`config.mk`:
```
export PLATFORM = sky130hd
export DESIGN_NAME = kbd_disp_ctrl
export DESIGN_NICKNAME = d
export VERILOG_FILES = /design/src/logic/sync_fifo.sv /design/src/logic/kbd_disp_pkg.sv /design/src/logic/kbd_disp_ctrl.sv
export SDC_FILE = /design/constraint.sdc
export NUM_CORES = 1
export LEC_CHECK = 0
export ABC_CLOCK_PERIOD_IN_PS = 4890
export BUFFER_PORTS_ARGS = -buffer_cell sky130_fd_sc_hd__buf_2
export CAP_MARGIN = 0
export CORE_MARGIN = 3
export CORE_UTILIZATION = 50
export DETAILED_ROUTE_END_ITERATION = 8
export MAX_ROUTING_LAYER = met4
export PLACE_DENSITY = 0.72
export REMOVE_ABC_BUFFERS = 1
export SETUP_SLACK_MARGIN = 0.2
export SYNTH_ARGS = -nofsm -noshare
export SYNTH_HDL_FRONTEND = slang
export SYNTH_SLANG_ARGS = --single-unit
```
`constraint.sdc`:
```
create_clock -name clk_sys -period 4.89 [get_ports clk_sys]
set_input_delay 0.978 -clock clk_sys [delete_from_list [all_inputs] [get_ports clk_sys]]
set_output_delay 0.978 -clock clk_sys [all_outputs]
set_load 0.05 [all_outputs]
```
`src/logic/sync_fifo.sv`:
```
// Purpose: holds no logic; the queue module sits in kbd_disp_ctrl.sv
// Assumes: nothing
// Notes:   one design file carries all the logic of the block

```
`src/logic/kbd_disp_pkg.sv`:
```
// Purpose: shared constants for the keyboard/display scan controller
// Assumes: one core clock clk_sys at 10 MHz
// Notes:   command codes live in bits 7:5 of a command byte
package kbd_disp_pkg;
  // -------------------------------------------------------------------
  // command codes
  // -------------------------------------------------------------------
  localparam logic [2:0] CMD_MODE     = 3'h0;
  localparam logic [2:0] CMD_PRESCALE = 3'h1;
  localparam logic [2:0] CMD_FIFO_RD  = 3'h2;
  localparam logic [2:0] CMD_DISP_RD  = 3'h3;
  localparam logic [2:0] CMD_DISP_WR  = 3'h4;
  localparam logic [2:0] CMD_WR_MODE  = 3'h5;
  localparam logic [2:0] CMD_CLEAR    = 3'h6;
  localparam logic [2:0] CMD_ACK      = 3'h7;
  // -------------------------------------------------------------------
  // reset values and counts
  // -------------------------------------------------------------------
  localparam logic [4:0] PRESCALE_RST = 5'h1f;
  localparam logic [4:0] PRESCALE_MIN = 5'h02;
  localparam logic [5:0] SCAN_DIV_MAX = 6'h3f;
  localparam logic [4:0] MODE_RST     = 5'h00;
  localparam int         FIFO_DEPTH   = 8;
  localparam int         FIFO_WIDTH   = 8;
  localparam int         BLANK_NS     = 500;
  localparam int         CLK_NS       = 100;
  localparam logic [3:0] BLANK_CYC    = 4'((BLANK_NS + CLK_NS - 1) / CLK_NS);
  // -------------------------------------------------------------------
  // input modes (mode bits 1:0)
  // -------------------------------------------------------------------
  typedef enum logic [1:0] {
    IN_KEY_LOCK = 2'b00,
    IN_KEY_ROLL = 2'b01,
    IN_SENSOR   = 2'b10,
    IN_STROBED  = 2'b11
  } in_mode_t;
  localparam logic [7:0] FILL_SPACE = 8'h20;
endpackage : kbd_disp_pkg

```
`src/logic/kbd_disp_ctrl.sv`:
```
// Purpose: scanned keyboard, sensor and strobed input with display scan
// Assumes: host strobes and pins are synchronous to clk_sys
// Notes:   host strobes are edge-detected in the core clock domain
`timescale 1ns/100ps
// Overview of operation
// (RULE_01) output enable low only on selected read
// (RULE_02) write rising edge captures data and select
// (RULE_03) captured write executes one core cycle later
// (RULE_04) read falling edge picks status or data
// (RULE_05) eight command registers, some trigger actions
// (RULE_06) prescaler divides scan reference by 2..31
// (RULE_07) scan divider by 64 gives scan enable
// (RULE_08) four-bit scan counter, encoded or decoded
// (RULE_09) decoded scan shows only four characters
// (RULE_10) blank display around scan counter changes
// (RULE_11) address commands load access counter, autoincrement; FIFO read stores finc_q but never steps fra_q
// (RULE_12) nibble writes can be inhibited separately
// (RULE_13) display address cycles 16, 8 or 4
// (RULE_14) clear fills ones, zeros or space
// (RULE_15) display memory as two 16x4 halves
// (RULE_16) invert returns, register per scan state
// (RULE_17) keyboard debounce over two scan cycles
// (RULE_18) sensor mode writes returns each scan count; code skips the write while the sensor interrupt sirq_q is pending
// (RULE_19) strobed mode pushes returns on strobe rise
// (RULE_20) eight-byte queue or sensor image RAM
// (RULE_21) full, empty, count and error in status
// (RULE_22) queue interrupt drops on each read
// (RULE_23) sensor interrupt set on change, acked
// (RULE_24) reset gives 16 left, encoded lockout, 31
// (RULE_25) scan enable is a single-cycle pulse
module kbd_disp_ctrl
  import kbd_disp_pkg::*;
(
  input  wire logic       clk_sys,              // core clock
  input  wire logic       rstn,                 // sync reset, low
  input  wire logic       scan_ref,             // external scan reference
  input  wire logic [7:0] host_write_bus,       // host write data
  input  wire logic       command_data_select,  // high command, low data
  input  wire logic       cs_n,                 // chip select, low
  input  wire logic       rd_n,                 // read strobe, low
  input  wire logic       wr_n,                 // write strobe, low
  input  wire logic [7:0] return_lines,         // key returns, low active
  input  wire logic       shift_input,          // shift key level
  input  wire logic       control_strobe_input, // control key or strobe
  output logic      [7:0] host_read_bus,        // host read data
  output logic            out_en_n,             // read buffer enable, low
  output logic      [3:0] scan_lines,           // scan outputs
  output logic      [3:0] disp_a,               // display high nibble
  output logic      [3:0] disp_b,               // display low nibble
  output logic            display_blank_n,      // blanking, low
  output logic            irq                   // service request
);
  // -------------------------------------------------------------------
  // host strobe edges and captured write
  // -------------------------------------------------------------------
  logic       wr_n_q, rd_n_q, ref_q, ctl_q;
  logic [7:0] wdat_q, wdat_d;
  logic       wsel_q, wsel_d, wgo_q, wgo_d, rsel_q, rsel_d;
  logic       wr_rise, rd_fall, rd_rise, ref_rise, ctl_rise;
  assign wr_rise  = !wr_n_q && wr_n && !cs_n;
  assign rd_fall  = rd_n_q && !rd_n && !cs_n;
  assign rd_rise  = !rd_n_q && rd_n;
  assign ref_rise = !ref_q && scan_ref;
  assign ctl_rise = !ctl_q && control_strobe_input;
  always_comb begin
    wdat_d = wdat_q;
    wsel_d = wsel_q;
    wgo_d  = wr_rise;                                // see RULE_03
    rsel_d = rsel_q;
    if (wr_rise) begin                               // see RULE_02
      wdat_d = host_write_bus;
      wsel_d = command_data_select;
    end
    if (rd_fall) rsel_d = command_data_select;       // see RULE_04
  end
  // -------------------------------------------------------------------
  // control registers, prescaler, scan generator
  // -------------------------------------------------------------------
  logic [4:0] mode_q, mode_d, pre_q, pre_d, pcnt_q, pcnt_d;
  logic [5:0] sdiv_q, sdiv_d;
  logic       stick_q, stick_d, sen_q, sen_d;
  logic [3:0] scnt_q, scnt_d, blk_q, blk_d;
  logic [2:0] fra_q, fra_d;
  logic       rdsrc_q, rdsrc_d, ai_q, ai_d, finc_q, finc_d;
  logic [1:0] inh_q, inh_d;
  logic       decoded, disp8, right_ent;
  in_mode_t   imode;
  assign decoded   = mode_q[2];
  assign disp8     = mode_q[3];
  assign right_ent = mode_q[4];
  assign imode     = in_mode_t'(mode_q[1:0]);
  logic [3:0] dcnt_q, dcnt_d, rwa_q, rwa_d;
  logic       clr_q, clr_d;
  logic [7:0] fillv_q, fillv_d;
  logic [3:0] hi_q [16];
  logic [3:0] lo_q [16];
  logic [3:0] hi_d [16];
  logic [3:0] lo_d [16];
  logic [7:0] sram_q [8];
  logic [7:0] sram_d [8];
  logic [7:0] rl_q [16];
  logic [7:0] rl_d [16];
  logic [7:0] prv_q [16];
  logic [7:0] prv_d [16];
  logic       sirq_q, sirq_d, err_q, err_d, irqh_q, irqh_d;
  logic       kpush;
  logic [7:0] kword;
  logic       f_ready, f_valid, f_pop;
  logic [7:0] f_data;
  logic [3:0] fcnt_q, fcnt_d;
  logic [7:0] rdat_q, rdat_d;
  logic [3:0] a_d, b_d, sl_d;
  logic       blank_d, oen_d;

  // step the display count modulo the active length
  function automatic logic [3:0] scan_wrap(input logic [3:0] v, input logic dec,
                                           input logic d8);
    logic [3:0] m;
    m = dec ? 4'h3 : (d8 ? 4'h7 : 4'hf);
    return (v + 4'h1) & m;
  endfunction : scan_wrap

  // index of the lowest set bit
  function automatic logic [2:0] low_bit(input logic [7:0] v);
    logic [2:0] r;
    r = 3'h0;
    for (int i = 7; i >= 0; i--) if (v[i]) r = 3'(i);
    return r;
  endfunction : low_bit

  always_comb begin
    mode_d  = mode_q;
    pre_d   = pre_q;
    fra_d   = fra_q;
    rdsrc_d = rdsrc_q;
    ai_d    = ai_q;
    finc_d  = finc_q;
    inh_d   = inh_q;
    fillv_d = fillv_q;
    if (wgo_q && wsel_q) begin                       // see RULE_05
      case (wdat_q[7:5])
        CMD_MODE:     mode_d = wdat_q[4:0];
        CMD_PRESCALE: pre_d = (wdat_q[4:0] < PRESCALE_MIN) ? PRESCALE_MIN : wdat_q[4:0];
        CMD_FIFO_RD: begin
          fra_d   = wdat_q[2:0];
          finc_d  = wdat_q[4];
          rdsrc_d = 1'b0;
        end
        CMD_DISP_RD, CMD_DISP_WR: begin
          ai_d    = wdat_q[4];
          rdsrc_d = 1'b1;
        end
        CMD_WR_MODE:  inh_d = wdat_q[1:0];
        CMD_CLEAR:    fillv_d = wdat_q[1] ? (wdat_q[0] ? 8'hff : FILL_SPACE) : 8'h00;
        default: ;
      endcase
    end
  end

  always_comb begin
    pcnt_d  = pcnt_q;
    sdiv_d  = sdiv_q;
    stick_d = stick_q;
    sen_d   = 1'b0;
    scnt_d  = scnt_q;
    blk_d   = (blk_q != 4'h0) ? blk_q - 4'h1 : 4'h0;
    if (ref_rise) begin                              // see RULE_06
      if (pcnt_q >= pre_q - 5'h1) begin
        pcnt_d = 5'h0;
        sdiv_d = sdiv_q + 6'h1;                      // see RULE_07
        if (sdiv_q == SCAN_DIV_MAX) stick_d = 1'b1;
      end else begin
        pcnt_d = pcnt_q + 5'h1;
      end
    end
    if (stick_q) begin                               // see RULE_25
      stick_d = 1'b0;
      sen_d   = 1'b1;
    end
    if (sen_q) begin
      scnt_d = decoded ? {2'b00, scnt_q[1:0] + 2'h1} : scnt_q + 4'h1; // see RULE_08
      blk_d  = BLANK_CYC;                            // see RULE_10
    end
    if (stick_q) blk_d = BLANK_CYC;
  end
  // -------------------------------------------------------------------
  // display counters, memory and clear
  // -------------------------------------------------------------------
  always_comb begin
    hi_d   = hi_q;
    lo_d   = lo_q;
    rwa_d  = rwa_q;
    clr_d  = clr_q;
    dcnt_d = dcnt_q;
    if (sen_q) dcnt_d = scan_wrap(dcnt_q, decoded, disp8); // see RULE_13 RULE_09
    if (wgo_q && wsel_q) begin
      if (wdat_q[7:5] == CMD_DISP_RD || wdat_q[7:5] == CMD_DISP_WR)
        rwa_d = wdat_q[3:0];                         // see RULE_11
      if (wdat_q[7:5] == CMD_CLEAR && wdat_q[2]) begin
        clr_d = 1'b1;                                // see RULE_14
        rwa_d = 4'h0;
      end
    end
    if (clr_q) begin
      hi_d[rwa_q] = fillv_q[7:4];
      lo_d[rwa_q] = fillv_q[3:0];
      rwa_d = rwa_q + 4'h1;
      if (rwa_q == 4'hf) clr_d = 1'b0;
    end else if (wgo_q && !wsel_q && rdsrc_q) begin
      if (!inh_q[1]) hi_d[rwa_q] = wdat_q[7:4];      // see RULE_12 RULE_15
      if (!inh_q[0]) lo_d[rwa_q] = wdat_q[3:0];
      if (ai_q) rwa_d = rwa_q + 4'h1;
      // right entry shifts the shown window with each write
      if (right_ent) dcnt_d = scan_wrap(dcnt_d, decoded, disp8);
    end else if (rd_rise && !rsel_q && rdsrc_q && ai_q) begin
      rwa_d = rwa_q + 4'h1;
    end
  end
  // -------------------------------------------------------------------
  // return lines, debounce, sensor image
  // -------------------------------------------------------------------
  always_comb begin
    logic [7:0] cur, closed;
    cur    = ~return_lines;                          // see RULE_16
    rl_d   = rl_q;
    prv_d  = prv_q;
    sram_d = sram_q;
    sirq_d = sirq_q;
    kpush  = 1'b0;
    kword  = 8'h00;
    closed = 8'h00;
    if (sen_q && imode != IN_STROBED) begin
      prv_d[scnt_q] = rl_q[scnt_q];
      rl_d[scnt_q]  = cur;
      // pressed in this and the last scan, released in the one before
      closed = cur & rl_q[scnt_q] & ~prv_q[scnt_q]; // see RULE_17
      if (imode != IN_SENSOR && closed != 8'h00) begin
        kpush = 1'b1;
        kword = {control_strobe_input, shift_input, scnt_q[2:0], low_bit(closed)};
      end
      if (imode == IN_SENSOR && !sirq_q && sram_q[scnt_q[2:0]] != cur) begin
        sram_d[scnt_q[2:0]] = cur;                   // see RULE_18 RULE_20
        sirq_d = 1'b1;                               // see RULE_23
      end
    end
    if (imode == IN_STROBED && ctl_rise) begin       // see RULE_19
      kpush = 1'b1;
      kword = cur;
    end
    // set wins over a same-cycle acknowledge
    if (wgo_q && wsel_q && wdat_q[7:5] == CMD_ACK && !(sirq_d && !sirq_q)) sirq_d = 1'b0;
  end
  // -------------------------------------------------------------------
  // queue, status, read data, outputs
  // -------------------------------------------------------------------
  // display reads must not pop the queue or flag underflow
  assign f_pop = rd_fall && !command_data_select && !rdsrc_q && imode != IN_SENSOR;
  sync_fifo #(.WIDTH(FIFO_WIDTH), .DEPTH(FIFO_DEPTH)) u_fifo (
    .clk_sys   (clk_sys),
    .rstn      (rstn),
    .in_valid  (kpush),
    .in_ready  (f_ready),
    .in_data   (kword),
    .out_valid (f_valid),
    .out_ready (f_pop),
    .out_data  (f_data)
  );
  always_comb begin
    fcnt_d = fcnt_q;
    err_d  = err_q;
    irqh_d = 1'b1;
    if (kpush && f_ready && !(f_pop && f_valid)) fcnt_d = fcnt_q + 4'h1; // see RULE_21
    if (f_pop && f_valid && !(kpush && f_ready)) fcnt_d = fcnt_q - 4'h1;
    if (wgo_q && wsel_q && wdat_q[7:5] == CMD_ACK) err_d = 1'b0;
    if ((kpush && !f_ready) || (f_pop && !f_valid)) err_d = 1'b1;
    if (f_pop) irqh_d = 1'b0;                        // see RULE_22
    rdat_d = rdat_q;
    if (rd_fall) begin
      if (command_data_select)
        rdat_d = {sirq_q, err_q, 1'b0, 1'b0, fcnt_q == 4'h8, fcnt_q[2:0]};
      else if (rdsrc_q)
        rdat_d = {hi_q[rwa_q], lo_q[rwa_q]};
      else if (imode == IN_SENSOR)
        rdat_d = sram_q[fra_q];
      else
        rdat_d = f_data;
    end
    oen_d   = rd_n | cs_n;                           // see RULE_01
    sl_d    = decoded ? (4'h1 << scnt_q[1:0]) : scnt_q;
    a_d     = hi_q[dcnt_q];
    b_d     = lo_q[dcnt_q];
    blank_d = (blk_q == 4'h0) && !stick_q;           // see RULE_10
  end
  always_ff @(posedge clk_sys) begin
    if (!rstn) begin
      wr_n_q <= 1'b1; rd_n_q <= 1'b1; ref_q <= 1'b0; ctl_q <= 1'b0;
      wdat_q <= 8'h00; wsel_q <= 1'b0; wgo_q <= 1'b0; rsel_q <= 1'b0;
      mode_q <= MODE_RST; pre_q <= PRESCALE_RST;     // see RULE_24
      pcnt_q <= 5'h0; sdiv_q <= 6'h0; stick_q <= 1'b0; sen_q <= 1'b0;
      scnt_q <= 4'h0; blk_q <= 4'h0; fra_q <= 3'h0; rdsrc_q <= 1'b1;
      ai_q <= 1'b0; finc_q <= 1'b0; inh_q <= 2'b00; fillv_q <= 8'h00;
      dcnt_q <= 4'h0; rwa_q <= 4'h0; clr_q <= 1'b0;
      sirq_q <= 1'b0; err_q <= 1'b0; irqh_q <= 1'b1; fcnt_q <= 4'h0;
      rdat_q <= 8'h00; host_read_bus <= 8'h00; out_en_n <= 1'b1;
      scan_lines <= 4'h0; disp_a <= 4'h0; disp_b <= 4'h0;
      display_blank_n <= 1'b0; irq <= 1'b0;
      for (int i = 0; i < 16; i++) begin
        hi_q[i] <= 4'h0; lo_q[i] <= 4'h0; rl_q[i] <= 8'h00; prv_q[i] <= 8'h00;
      end
      for (int i = 0; i < 8; i++) sram_q[i] <= 8'h00;
    end else begin
      wr_n_q <= wr_n; rd_n_q <= rd_n; ref_q <= scan_ref; ctl_q <= control_strobe_input;
      wdat_q <= wdat_d; wsel_q <= wsel_d; wgo_q <= wgo_d; rsel_q <= rsel_d;
      mode_q <= mode_d; pre_q <= pre_d;
      pcnt_q <= pcnt_d; sdiv_q <= sdiv_d; stick_q <= stick_d; sen_q <= sen_d;
      scnt_q <= scnt_d; blk_q <= blk_d; fra_q <= fra_d; rdsrc_q <= rdsrc_d;
      ai_q <= ai_d; finc_q <= finc_d; inh_q <= inh_d; fillv_q <= fillv_d;
      dcnt_q <= dcnt_d; rwa_q <= rwa_d; clr_q <= clr_d;
      hi_q <= hi_d; lo_q <= lo_d; rl_q <= rl_d; prv_q <= prv_d; sram_q <= sram_d;
      sirq_q <= sirq_d; err_q <= err_d; irqh_q <= irqh_d; fcnt_q <= fcnt_d;
      rdat_q <= rdat_d; host_read_bus <= rdat_d; out_en_n <= oen_d;
      scan_lines <= sl_d; disp_a <= a_d; disp_b <= b_d;
      display_blank_n <= blank_d;
      irq <= (imode == IN_SENSOR) ? sirq_d : (f_valid && irqh_d && !f_pop);
    end
  end
endmodule : kbd_disp_ctrl

// -------------------------------------------------------------------
// queue in flip-flops; push to full and pop of empty are ignored
// -------------------------------------------------------------------
module sync_fifo #(
  parameter int WIDTH = 8,
  parameter int DEPTH = 4
) (
  input  wire logic             clk_sys,  // core clock
  input  wire logic             rstn,     // sync reset, low
  input  wire logic             in_valid, // push request
  output logic                  in_ready, // room left
  input  wire logic [WIDTH-1:0] in_data,  // push data
  output logic                  out_valid,// data waiting
  input  wire logic             out_ready,// pop request
  output logic      [WIDTH-1:0] out_data  // head word
);
  localparam int AW = $clog2(DEPTH);
  logic [WIDTH-1:0] mem_q [DEPTH];
  logic [WIDTH-1:0] mem_d [DEPTH];
  logic [AW-1:0]    wp_q, wp_d, rp_q, rp_d;
  logic [AW:0]      cnt_q, cnt_d;
  logic             push, pop;

  assign in_ready  = (cnt_q != (AW+1)'(DEPTH));
  assign out_valid = (cnt_q != '0);
  assign out_data  = mem_q[rp_q];
  assign push      = in_valid && in_ready;
  assign pop       = out_ready && out_valid;

  always_comb begin
    mem_d = mem_q;
    wp_d  = wp_q;
    rp_d  = rp_q;
    cnt_d = cnt_q;
    if (push) begin
      mem_d[wp_q] = in_data;
      wp_d        = wp_q + 1'b1;
    end
    if (pop) begin
      rp_d = rp_q + 1'b1;
    end
    if (push && !pop) begin
      cnt_d = cnt_q + 1'b1;
    end else if (pop && !push) begin
      cnt_d = cnt_q - 1'b1;
    end
  end

  always_ff @(posedge clk_sys) begin
    if (!rstn) begin
      wp_q  <= '0;
      rp_q  <= '0;
      cnt_q <= '0;
      for (int i = 0; i < DEPTH; i++) mem_q[i] <= '0;
    end else begin
      wp_q  <= wp_d;
      rp_q  <= rp_d;
      cnt_q <= cnt_d;
      mem_q <= mem_d;
    end
  end
endmodule : sync_fifo

```
Word-level counts from Yosys, hierarchy flattened --
Cells that the tools add are included.
Operators by class: $add $sub $neg 15, order comparisons 13, equal/unequal tests 18, shifts and indexed selects 1, multiplexer cells 106, bitwise logic cells 18, reductions and logical operators 81
Operators by type and width (count):
- $bwmux W64 | 6
- $mux W64 | 6
- $bwmux W128 | 2
- $mux W8 | 21
- $mux W4 | 28
- $bmux W8 S3 | 3
- $bmux W4 S4 | 4
- $bmux W8 S4 | 2
- $demux W8 S3 | 2
- $logic_and A1 B1 Y1 | 38
- $mux W3 | 11
- $demux W8 S4 | 1
- $add A4 B1 Y4 const B | 6
- $reduce_and A2 Y1 | 11
- $logic_not A1 Y1 | 18
- $and A8 B8 Y8 | 2
- $demux W4 S4 | 1
- $ge A4 B4 Y1 const B | 4
- $mux W1 | 16
- $not A3 Y4 | 4
- $not A8 Y8 | 2
- $ge A5 B5 Y1 const B | 3
- $not A4 Y5 | 3
- $eq A3 B3 Y1 const B | 4
- 33 further kinds | 54
Storage, ports and cells: flip-flop bits (word level) 621, input port bits 25, output and inout port bits 23, logic and storage cells 370

Logic depth before layout (Yosys ltp) --
Gate-level depths: netlist of run 1.
word-level depth 18, gate-level depth with buffers 23, gate-level depth less buffers 16

Hierarchy --
A second synthesis of run 1 with hierarchy kept.
Unflattened totals: cells, all modules 3167, area total of the unflattened synthesis 29369.4 sq um
By module, submodules not included:
- kbd_disp_ctrl | times used 1, cells each 2855, area an instance 25823.5 sq um, sequential area each 10830.4 sq um
- sync_fifo | times used 1, cells each 312, area an instance 3545.9 sq um, sequential area each 1481.4 sq um

Worst setup path before layout of run 1 --
OpenSTA, ideal clock, no wires.
path kind input port to flip-flop, start input port return_lines[0], end register u_fifo.cnt_q[3], arrival 4.308 ns, slack 0.511 ns, cell stages on the path 19, cells stage by stage clkbuf_1 > nand2b_1 > a221oi_1 > o21ai_0 > a221oi_2 > o21ba_2 > a31oi_4 > buf_8 > buf_6 > o21ai_0 > inv_1 > ha_1 > inv_1 > ha_1 > a21o_1 > a21oi_1 > xnor2_1 > or3_1 > a21oi_1
Between the ends: word-level cells in the longest chain between the ends 12, elaborated cells on any way between the ends 14, classes of those cells 4 x mux; 3 x bitwise; 7 x reduce/logical
Ends and longest elaborated chain:
- from (decl) | RTL line kbd_disp_ctrl.sv:42 | input wire logic [7:0] return_lines,
- $not A8 Y8 (*) | RTL line kbd_disp_ctrl.sv:224 | cur = ~return_lines;
- $and A8 B8 Y8 (*) (2 in series) | RTL line kbd_disp_ctrl.sv:236 | closed = cur & rl_q[scnt_q] & ~prv_q[scnt_q];
- $reduce_bool A8 Y1 (*) | RTL line kbd_disp_ctrl.sv:237 | if (imode != IN_SENSOR && closed != 8'h00) begin
- $logic_and A1 B1 Y1 (*) | RTL line kbd_disp_ctrl.sv:237
- $mux W1 (*) | RTL line kbd_disp_ctrl.sv:237
- $mux W1 (*) | RTL line kbd_disp_ctrl.sv:232 | if (sen_q && imode != IN_STROBED) begin
- $mux W1 (*) | RTL line kbd_disp_ctrl.sv:246 | if (imode == IN_STROBED && ctl_rise) begin
- $logic_and A1 B1 Y1 (*) | RTL line kbd_disp_ctrl.sv:355 | assign push = in_valid && in_ready;
- net u_fifo.push | RTL line kbd_disp_ctrl.sv:350 | logic push, pop;
- $logic_not A1 Y1 | RTL line kbd_disp_ctrl.sv:372 | end else if (pop && !push) begin
- $logic_and A1 B1 Y1 | RTL line kbd_disp_ctrl.sv:372
- $reduce_bool A2 Y1 (no source line)
- to (signal assigned) | RTL line kbd_disp_ctrl.sv:386 | cnt_q <= cnt_d;
- to (decl) | RTL line kbd_disp_ctrl.sv:349 | logic [AW:0] cnt_q, cnt_d;
Mark *: on every way through the listed nets, which the timed path passes. The rest lies on a longest branch. A chain may end at the register's enable or synchronous reset.

Worst setup path in the final report of run 1 --
start register scnt_q[1], end register u_fifo.cnt_q[3]
Between the ends: word-level cells in the longest chain between the ends 15, elaborated cells on any way between the ends 21, classes of those cells 10 x mux; 4 x bitwise; 7 x reduce/logical
Ends and longest elaborated chain:
- from (decl) | RTL line kbd_disp_ctrl.sv:82 | logic [3:0] scnt_q, scnt_d, blk_q, blk_d;
- from (signal assigned) | RTL line kbd_disp_ctrl.sv:316 | scnt_q <= scnt_d; blk_q <= blk_d; fra_q <= fra_d; rdsrc_q <= rdsrc_d;
- $not A4 Y5 (not written as such) (*) | RTL line kbd_disp_ctrl.sv:236
- $bmux W8 S4 | RTL line kbd_disp_ctrl.sv:236
- $mux W8 (not written as such) (2 in series) | RTL line kbd_disp_ctrl.sv:236
- $and A8 B8 Y8 or $not A8 Y8 (tied branches) | RTL line kbd_disp_ctrl.sv:236
- $and A8 B8 Y8 (*) | RTL line kbd_disp_ctrl.sv:236
- $reduce_bool A8 Y1 (*) | RTL line kbd_disp_ctrl.sv:237
- $logic_and A1 B1 Y1 (*) | RTL line kbd_disp_ctrl.sv:237
- $mux W1 (*) | RTL line kbd_disp_ctrl.sv:237
- $mux W1 (*) | RTL line kbd_disp_ctrl.sv:232
- $mux W1 (*) | RTL line kbd_disp_ctrl.sv:246
- $logic_and A1 B1 Y1 (*) | RTL line kbd_disp_ctrl.sv:355
- net u_fifo.push | RTL line kbd_disp_ctrl.sv:350
- $logic_not A1 Y1 | RTL line kbd_disp_ctrl.sv:372
- $logic_and A1 B1 Y1 | RTL line kbd_disp_ctrl.sv:372
- $reduce_bool A2 Y1 (no source line)
Mark *: on every way through the listed nets, which the timed path passes. The rest lies on a longest branch. The select of a mux whose other input is x is not followed.

==> load_flow_metrics.sql, run 1 <==
INSERT INTO impl_metrics (metric_group, metric, value, unit) VALUES
('sta', 'tightest_slew', '1.326', 'ns'),
('clock_network', 'cts.reportedPaths.clkPinSlew', '0.06', 'ns'),
('sta', 'fin_worst_skew', '0.03077', 'ns'),
('outcome', 'run_status', 'finished, final reports clean', ''),
('setup_path', 'setup.worst_path.end', 'u_fifo.cnt_q[3]', ''),
('placed_design', 'port_buffers', '47', ''),
('sta', 'min_period_over_period', '90.37', '%'),
('finish', 'layout-drive-gt1-share', '16.74', '%'),
('setup_path', 'cp_peak_stage_delay', '0.44', 'ns'),
('floorplan', 'start_util', '51.09', '%'),
('sta', 'hold_viol', '0', ''),
('global_route', 'grt_pass1_vias', '23550', ''),
('route', 'routedWlPerCell', '22.15', 'µm'),
('clock_network', 'cts_made_buffers', '67', ''),
('finish', 'nFillCells', '4899', ''),
('clock_network', 'cts.sink_count', '615', ''),
('floorplan', 'dieHeight', '247.4', 'µm'),
('worst_hold_path', 'worst_min_path_class', 'flip-flop to flip-flop', ''),
('route', 'number_of_vias_in_the_routed_layout', '24210', ''),
('setup_path', 'cp_max_fo', '17', ''),
('setup_path', 'startpoint_type', 'flip-flop', ''),
('placed_design', 'dpl_cell_area', '29930', 'µm²'),
('setup_path', 'cpMaxStageDelayCell', 'sky130_fd_sc_hd__dfxtp_4', ''),
('floorplan', 'placement_rows', '87', ''),
('sta', 'setup_viol', '0', ''),
('sta', 'rsz0062_at_grt', 'false', ''),
('sta', 'fmax', '0.2263', 'GHz'),
('yosys', 'netlist-cell-type-count', '90', ''),
('yosys', 'synth_cell_area', '29140', 'µm²'),
('setup_path', 'worst_ep_arrival_time', '4.94', 'ns'),
('global_route', 'final_global_route_overflow_total', '0', ''),
('yosys', 'synth.ff_latch_count', '615', ''),
('floorplan', 'i_o_pin_count', '48', ''),
('clock_network', 'clock_network_latency_to_the_later_pin_of_the_worst_skew_pair', '0.62', 'ns'),
('power', 'leak_pwr', '11.18', 'nW'),
('yosys', 'synthesis.instances', '3100', ''),
('setup_path', 'critical_path.reg2reg.endpoint', 'u_fifo.cnt_q[3]', ''),
('sta', 'final_max_slew_viol_count', '0', ''),
('setup_path', 'path_cells', 'and2_0 -> buf_4 -> a221o_1 -> a221oi_2 -> nor3_1 -> a2111oi_4 -> a31oi_4 -> o21ai_1 -> inv_1 -> ha_1 -> inv_1 -> ha_1 -> a21o_1 -> a21oi_1 -> xnor2_1 -> or3_1 -> a21oi_1', ''),
('setup_path', 'reg2reg_slack', '0.47', 'ns'),
('floorplan', 'chipWidth', '247.4', 'µm'),
('job', 'drv_cap', '0', ''),
('clock_network', 'cts_root_buf', 'sky130_fd_sc_hd__clkbuf_16', ''),
('route', 'route.antenna.remaining_nets', '0', ''),
('global_route', 'grt_first_pass_wirelength', '133000', 'µm'),
('clock_network', 'cts_max_path_buffers', '3', ''),
('sta', 'fin_worst_hold_slack', '0.4498', 'ns'),
('route', 'drt_pass1_iterations', '6', ''),
('setup_path', 'required_arrival_time_at_the_worst_endpoint', '5.42', 'ns'),
('finish', 'fin_cells', '3858', ''),
('route', 'routed_wirelength', '85440', 'µm'),
('yosys', 'synth-warning-count', '0', ''),
('finish', 'fin_nets', '3102', ''),
('finish', 'postLayoutCellArea', '32270', 'µm²'),
('global_route', 'grt_max_degree', '179', ''),
('yosys', 'synth_enable_flop_cells', '0', ''),
('clock_network', 'cts-htree-levels', '3', ''),
('route', 'initialDrtViolationCount', '2457', ''),
('setup_path', 'timing_worst_setup_path_type', 'flip-flop to flip-flop', ''),
('finish', 'final_core_util', '56.57', '%'),
('setup_path', 'critPathCaptureType', 'flip-flop', ''),
('setup_path', 'crit_path_start', 'scnt_q[1]', ''),
('yosys', 'synth_area_per_cell', '9.401', 'µm²'),
('clock_network', 'cts_tree', 'done', ''),
('global_route', 'number_of_antenna_violations_at_the_first_check_in_global_routing', '1', ''),
('setup_path', 'rr_startpoint', 'scnt_q[1]', ''),
('yosys', 'ys_async_sr_fraction', '0', '%'),
('floorplan', 'design.die.area', '61220', 'µm²'),
('placed_design', 'place.gp.congestion', '0.9626', ''),
('finish', 'area_delta_synth_final', '10.72', '%'),
('power', 'vdd.ir_drop.worst', '291.2', 'µV');
[through the flow]
stage | setup TNS, ns | setup slack [ns]
final | 0 | 0.4710
after global routing | 0 | 0.2425
after CTS | 0 | 0.2272
after detailed placement | 0 | 0.2893
after global placement | 0 | 0.3344
after floorplan | -284.37 | -1.874
[worst max-delay path, delay by kind of cell (launching register included)]
kind / cells / cell delay, ns
fa+ha+maj: 2 / 0.47
simple gates: 3 / 0.78
compound gates: 8 / 2.06
xor+xnor: 1 / 0.09
buf+inv: 3 / 0.47
flops: 1 / 0.44
[state kept, by name (all words and copies together) (netlist names), 8 cells and up]
signal and count:
prv_q 128, u_fifo.mem_q 64, sram_q 64, rdat_q 8
hi_q 64, rl_q 128, lo_q 64, wdat_q 8
[per-layer routing]
layer | share of wire (%) | GRT usage (%) | up-vias
met3 | 8.8 | 5.975 | 193
met4 | 3.2 | 10.14 | 0
met1 | 43 | 37.51 | 11810
met5 | 0 | - | -
li1 | - | - | 11080
met2 | 45 | 42.67 | 1123
[cells in the final DEF (no fill, tap or decap), types with 25 or more instances in the layout]
| master | count |
|---|---|
| sky130_fd_sc_hd__a211oi_1 | 273 |
| sky130_fd_sc_hd__a21oi_1 | 213 |
| sky130_fd_sc_hd__buf_2 | 46 |
| sky130_fd_sc_hd__buf_4 | 86 |
| sky130_fd_sc_hd__clkbuf_16 | 70 |
| sky130_fd_sc_hd__dfxtp_1 | 610 |
| sky130_fd_sc_hd__ha_1 | 27 |
| sky130_fd_sc_hd__inv_1 | 28 |
| sky130_fd_sc_hd__mux2_2 | 48 |
| sky130_fd_sc_hd__mux2i_1 | 171 |
| sky130_fd_sc_hd__mux4_2 | 134 |
| sky130_fd_sc_hd__nand2_1 | 279 |
| sky130_fd_sc_hd__nand3_1 | 25 |
| sky130_fd_sc_hd__nor2_1 | 583 |
| sky130_fd_sc_hd__o211ai_1 | 38 |
| sky130_fd_sc_hd__o21ai_0 | 38 |
| sky130_fd_sc_hd__or2_2 | 32 |
[area by class of cell]
class	instances	area (µm²)	area share, %
sequential	615	12330	38.20
tap	756	945.9	2.931
inverter	32	127.6	0.3955
antenna	1	2.502	0.007755
timing repair buffer	139	1011	3.133
clock inverter	22	260.3	0.8065
multi-input combinational	2194	15560	48.23
clock buffer	99	2031	6.293
[synth_stat cells (all sizes together), types with 7 or more instances]
master	instances	area, µm²
a211oi	273	2049
o211ai	38	285.3
nor3	28	140.1
o2111ai	12	247.7
mux2	50	566.8
a311oi	9	78.83
o21ai	44	224.0
dfxtp	615	12310
a221oi	26	246.5
mux2i	171	1712
nand2	279	1047
clkbuf	194	735.7
or2	32	200.2
and3	13	81.33
xnor2	21	183.9
mux4	134	3018
nand2b	19	118.9
and2	25	156.4
buf	63	450.4
inv	31	116.4
a21oi	213	1066
a221o	7	70.07
nor2	591	2226
ha	27	337.8
a31oi	12	121.4
nand3	25	125.1
a22oi	13	102.6
xor2	11	96.34
nor2b	16	100.1
[cell families after synthesis]
kind of cell	share of synthesized area, %
flip-flops	42.25
adder cells (fa/ha/maj)	1.228
XOR/XNOR	0.9617
AND/OR/NAND/NOR	15.47
buffers and inverters	4.542
AO/OA/AOI/OAI	17.38
multiplexers	18.17
[how the worst min path moves through the flow]
| stage | to | slack [ns] | start | depth (start not counted) |
|---|---|---|---|---|
| finish | rdat_q[6] | 0.45 | rdat_q[6] | 2 |
| global route | prv_q[10] | 0.47 | prv_q[10] | 2 |
| CTS | prv_q[42] | 0.46 | prv_q[42] | 2 |
| detailed placement | prv_q[42] | 0.45 | prv_q[42] | 2 |
| global placement | prv_q[114] | 0.44 | prv_q[114] | 2 |
| floorplan | stick_q | 0.43 | sdiv_q[5] | 2 |
[report_power, final]
| group | switching [mW] | internal (mW) | leakage, nW |
|---|---|---|---|
| sequential | 0.0241 | 5.03 | 4.96 |
| clock | 2.13 | 3.11 | 1.13 |
| combinational | 0.222 | 0.0809 | 5.09 |
[timing repair]
action	in CTS	in global routing
setup endpoints to repair	0	4
gates resized for setup	0	2
setup buffers	0	5
Power figures use the tool's default switching activity.
==> run 2, diff against run 1 <==
- REMOVE_ABC_BUFFERS: 1 -> unset
==> run 2 against run 1 <==
- die area unchanged
- combinational power about the same
- first-iteration DRC count increased by 7.4%
- largest cell class unchanged
- count of clock-buffer cells in the layout decreased by 9
- worst hold slack improved by 0.0062 ns
- critical path depth decreased by 1
- wire length increased by 2.6%
- final cell count decreased by 0.18%
==> load_flow_metrics.sql, run 2 (synthesis gave the netlist of run 1 again) <==
INSERT INTO impl_metrics (metric_group, metric, value, unit) VALUES
('sta', 'fin_worst_hold_slack', '0.4560', 'ns'),
('setup_path', 'crit_path_start', 'scnt_q[0]', ''),
('sta', 'fin_worst_skew', '0.03192', 'ns'),
('clock_network', 'post_cts_hold_buffer_count', '0', ''),
('global_route', 'grt_pass1_vias', '23350', ''),
('power', 'combinationalPowerShare', '2.8', '%'),
('sta', 'fmax', '0.2246', 'GHz'),
('finish', 'layout_commonest_cell', 'sky130_fd_sc_hd__dfxtp_1', ''),
('floorplan', 'dieHeight', '247.4', 'µm'),
('floorplan', 'design.core.area', '57040', 'µm²'),
('global_route', 'grt_max_degree', '127', ''),
('route', 'route.antenna.remaining_nets', '0', ''),
('finish', 'nFillCells', '4865', ''),
('placed_design', 'dp_slack', '0.2425', 'ns'),
('global_route', 'number_of_antenna_violations_at_the_first_check_in_global_routing', '2', ''),
('sta', 'final_max_slew_viol_count', '0', ''),
('power', 'design_power_total', '10.76', 'mW'),
('power', 'cellInternalPower', '8.347', 'mW'),
('power', 'power_frac_clock', '50.2', '%'),
('floorplan', 'chipWidth', '247.4', 'µm'),
('setup_path', 'worst_ep_arrival_time', '4.99', 'ns'),
('sta', 'min_period_over_period', '91.03', '%'),
('setup_path', 'critPathCaptureType', 'flip-flop', ''),
('yosys', 'postSynthNetCount', '3153', ''),
('finish', 'area_delta_synth_final', '10.84', '%'),
('route', 'vias_per_cell', '6.333', ''),
('sta', 'slew_headroom', '19.89', '%'),
('placed_design', 'port_buffers', '47', ''),
('clock_network', 'cts_made_buffers', '68', ''),
('sta', 'rsz0062_at_grt', 'false', ''),
('finish', 'final_core_util', '56.63', '%'),
('setup_path', 'setup.worst_path.end', 'u_fifo.cnt_q[3]', ''),
('sta', 'hold_viol', '0', ''),
('floorplan', 'design.die.area', '61220', 'µm²'),
('clock_network', 'clock_network_latency_to_the_later_pin_of_the_worst_skew_pair', '0.62', 'ns'),
('route', 'number_of_vias_in_the_routed_layout', '24390', ''),
('job', 'drv_cap', '0', ''),
('placed_design', 'dpl_cell_area', '29870', 'µm²'),
('floorplan', 'start_util', '51.09', '%'),
('worst_hold_path', 'worst_min_path_class', 'flip-flop to flip-flop', ''),
('clock_network', 'cts_root_buf', 'sky130_fd_sc_hd__clkbuf_16', ''),
('route', 'routed_wirelength', '87650', 'µm'),
('clock_network', 'cts.sink_count', '615', ''),
('global_route', 'grt.total_usage', '29.07', '%'),
('power', 'netSwitchingPower', '2.415', 'mW'),
('setup_path', 'cp_max_fo', '18', ''),
('setup_path', 'reg2reg_slack', '0.44', 'ns'),
('placed_design', 'place.gp.congestion', '0.9984', ''),
('power', 'leak_pwr', '11.18', 'nW'),
('finish', 'top_regs', 'prv_q x128, rl_q x128', ''),
('clock_network', 'cts_max_path_buffers', '3', ''),
('finish', 'postLayoutCellArea', '32300', 'µm²'),
('global_route', 'grt_first_pass_wirelength', '136500', 'µm'),
('setup_path', 'timing_worst_setup_path_type', 'flip-flop to flip-flop', ''),
('clock_network', 'cts-htree-levels', '3', ''),
('setup_path', 'rr_startpoint', 'scnt_q[0]', ''),
('power', 'power-per-cell-area', '333.2', 'nW/µm²'),
('route', 'initialDrtViolationCount', '2638', ''),
('outcome', 'run_status', 'finished, final reports clean', ''),
('finish', 'fin_cells', '3851', ''),
('route', 'drt_pass1_iterations', '7', ''),
('setup_path', 'startpoint_type', 'flip-flop', ''),
('clock_network', 'cts.reportedPaths.clkPinSlew', '0.07', 'ns'),
('setup_path', 'critical_path.reg2reg.endpoint', 'u_fifo.cnt_q[3]', ''),
('power', 'swShare', '22.44', '%'),
('sta', 'fin_ws', '0.4386', 'ns'),
('route', 'routedWlPerCell', '22.76', 'µm'),
('sta', 'period_minus_slack', '4.451', 'ns'),
('power', 'vdd.ir_drop.worst', '236.2', 'µV'),
('finish', 'mostFrequentLayoutCells', 'sky130_fd_sc_hd__dfxtp_1 (610), sky130_fd_sc_hd__nor2_1 (580), sky130_fd_sc_hd__nand2_1 (279), sky130_fd_sc_hd__a211oi_1 (273), sky130_fd_sc_hd__a21oi_1 (213)', ''),
('finish', 'layout-drive-gt1-share', '16.62', '%'),
('finish', 'fin_nets', '3098', ''),
('placed_design', 'placed_cells_incl_taps', '3728', ''),
('clock_network', 'cts_tree', 'done', ''),
('sta', 'tightest_slew', '1.200', 'ns'),
('floorplan', 'i_o_pin_count', '48', ''),
('power', 'pwr-share-seq', '47.0', '%'),
('setup_path', 'required_arrival_time_at_the_worst_endpoint', '5.42', 'ns'),
('sta', 'finalSetupTns', '0', 'ns'),
('global_route', 'final_global_route_overflow_total', '0', ''),
('placed_design', 'dp_hpwl', '58770', 'µm'),
('setup_path', 'reg2regPathDepth', '16', ''),
('floorplan', 'placement_rows', '87', ''),
('sta', 'setup_viol', '0', ''),
('route', 'drt_drc_violations_left', '0', '');
==> run 2: cell types whose count changed in the layout (fill, tap and decap cells not counted), moves of 2 or more <==
cell | before | now
sky130_fd_sc_hd__buf_12 | 6 | 3
sky130_fd_sc_hd__buf_16 | 0 | 2
sky130_fd_sc_hd__buf_4 | 86 | 82
sky130_fd_sc_hd__bufinv_16 | 4 | 9
sky130_fd_sc_hd__clkbuf_8 | 17 | 9
sky130_fd_sc_hd__clkinv_2 | 9 | 7
sky130_fd_sc_hd__clkinv_8 | 1 | 3
sky130_fd_sc_hd__nor2_1 | 583 | 580
sky130_fd_sc_hd__nor2_2 | 8 | 10
sky130_fd_sc_hd__nor3_2 | 2 | 4
sky130_fd_sc_hd__nor3_4 | 2 | 0
==> run 2: what timing repair did <==
| action | in CTS | in global routing |
|---|---|---|
| cloned | 0 | 0 |
| gates resized for setup | 1 | 1 |
| endpoints found under the setup margin | 1 | 1 |
| setup buffers | 0 | 3 |
==> run 2: worst min-delay path by stage <==
stage | start | end | slack, ns | cells after the start
2_1_floorplan | sdiv_q[5] | stick_q | 0.43 | 2
3_3_place_gp | u_fifo.mem_q[3] | u_fifo.mem_q[3] | 0.44 | 2
3_5_place_dp | sdiv_q[5] | stick_q | 0.44 | 2
4_1_cts | prv_q[24] | prv_q[24] | 0.46 | 2
5_1_grt | prv_q[24] | prv_q[24] | 0.47 | 2
6_report | u_fifo.mem_q[21] | u_fifo.mem_q[21] | 0.46 | 2
==> run 2: metal layers <==
layer | track usage [%] | wire length (µm) | vias to the layer above | share of wire (%)
li1 | - | - | 11070 | -
met1 | 38.99 | 36240 | 11850 | 41
met2 | 45.03 | 40230 | 1257 | 46
met3 | 5.002 | 8496 | 220 | 9.7
met4 | 9.166 | 2688 | 0 | 3.1
met5 | - | 0 | - | 0
==> run 2: worst max-delay path, cell delays in order, from the launching register on <==
cell	delay (ns)
sky130_fd_sc_hd__dfxtp_4	0.58
sky130_fd_sc_hd__buf_4	0.30
sky130_fd_sc_hd__mux4_2	0.53
sky130_fd_sc_hd__and2_1	0.19
sky130_fd_sc_hd__o311a_1	0.36
sky130_fd_sc_hd__a2111oi_4	0.31
sky130_fd_sc_hd__a31oi_4	0.16
sky130_fd_sc_hd__o21ai_1	0.34
sky130_fd_sc_hd__inv_1	0.09
sky130_fd_sc_hd__ha_1	0.22
sky130_fd_sc_hd__inv_1	0.14
sky130_fd_sc_hd__ha_1	0.25
sky130_fd_sc_hd__a21o_1	0.18
sky130_fd_sc_hd__a21oi_1	0.18
sky130_fd_sc_hd__xnor2_1	0.09
sky130_fd_sc_hd__or3_1	0.30
sky130_fd_sc_hd__a21oi_1	0.14
==> run 2: power by group through the flow <==
stage	Sequential [mW]	Combinational, mW	Clock [mW]
5_1_grt	5.06	0.329	5.67
2_1_floorplan	5.17	0.200	0
6_report	5.06	0.305	5.40
3_3_place_gp	5.16	0.287	0
3_5_place_dp	5.17	0.301	0
4_1_cts	5.06	0.302	5.46
==> run 2: final cells by class <==
type / instances / area, µm² / area share [%]
flip-flops and latches: 615 / 12330 / 38.16
repair buffers: 134 / 975.9 / 3.021
well taps: 756 / 945.9 / 2.928
clock inverters: 28 / 460.4 / 1.425
clock buffers: 90 / 1896 / 5.868
inverters: 32 / 127.6 / 0.3951
diodes: 2 / 5.005 / 0.01549
multi-input cells: 2194 / 15570 / 48.19
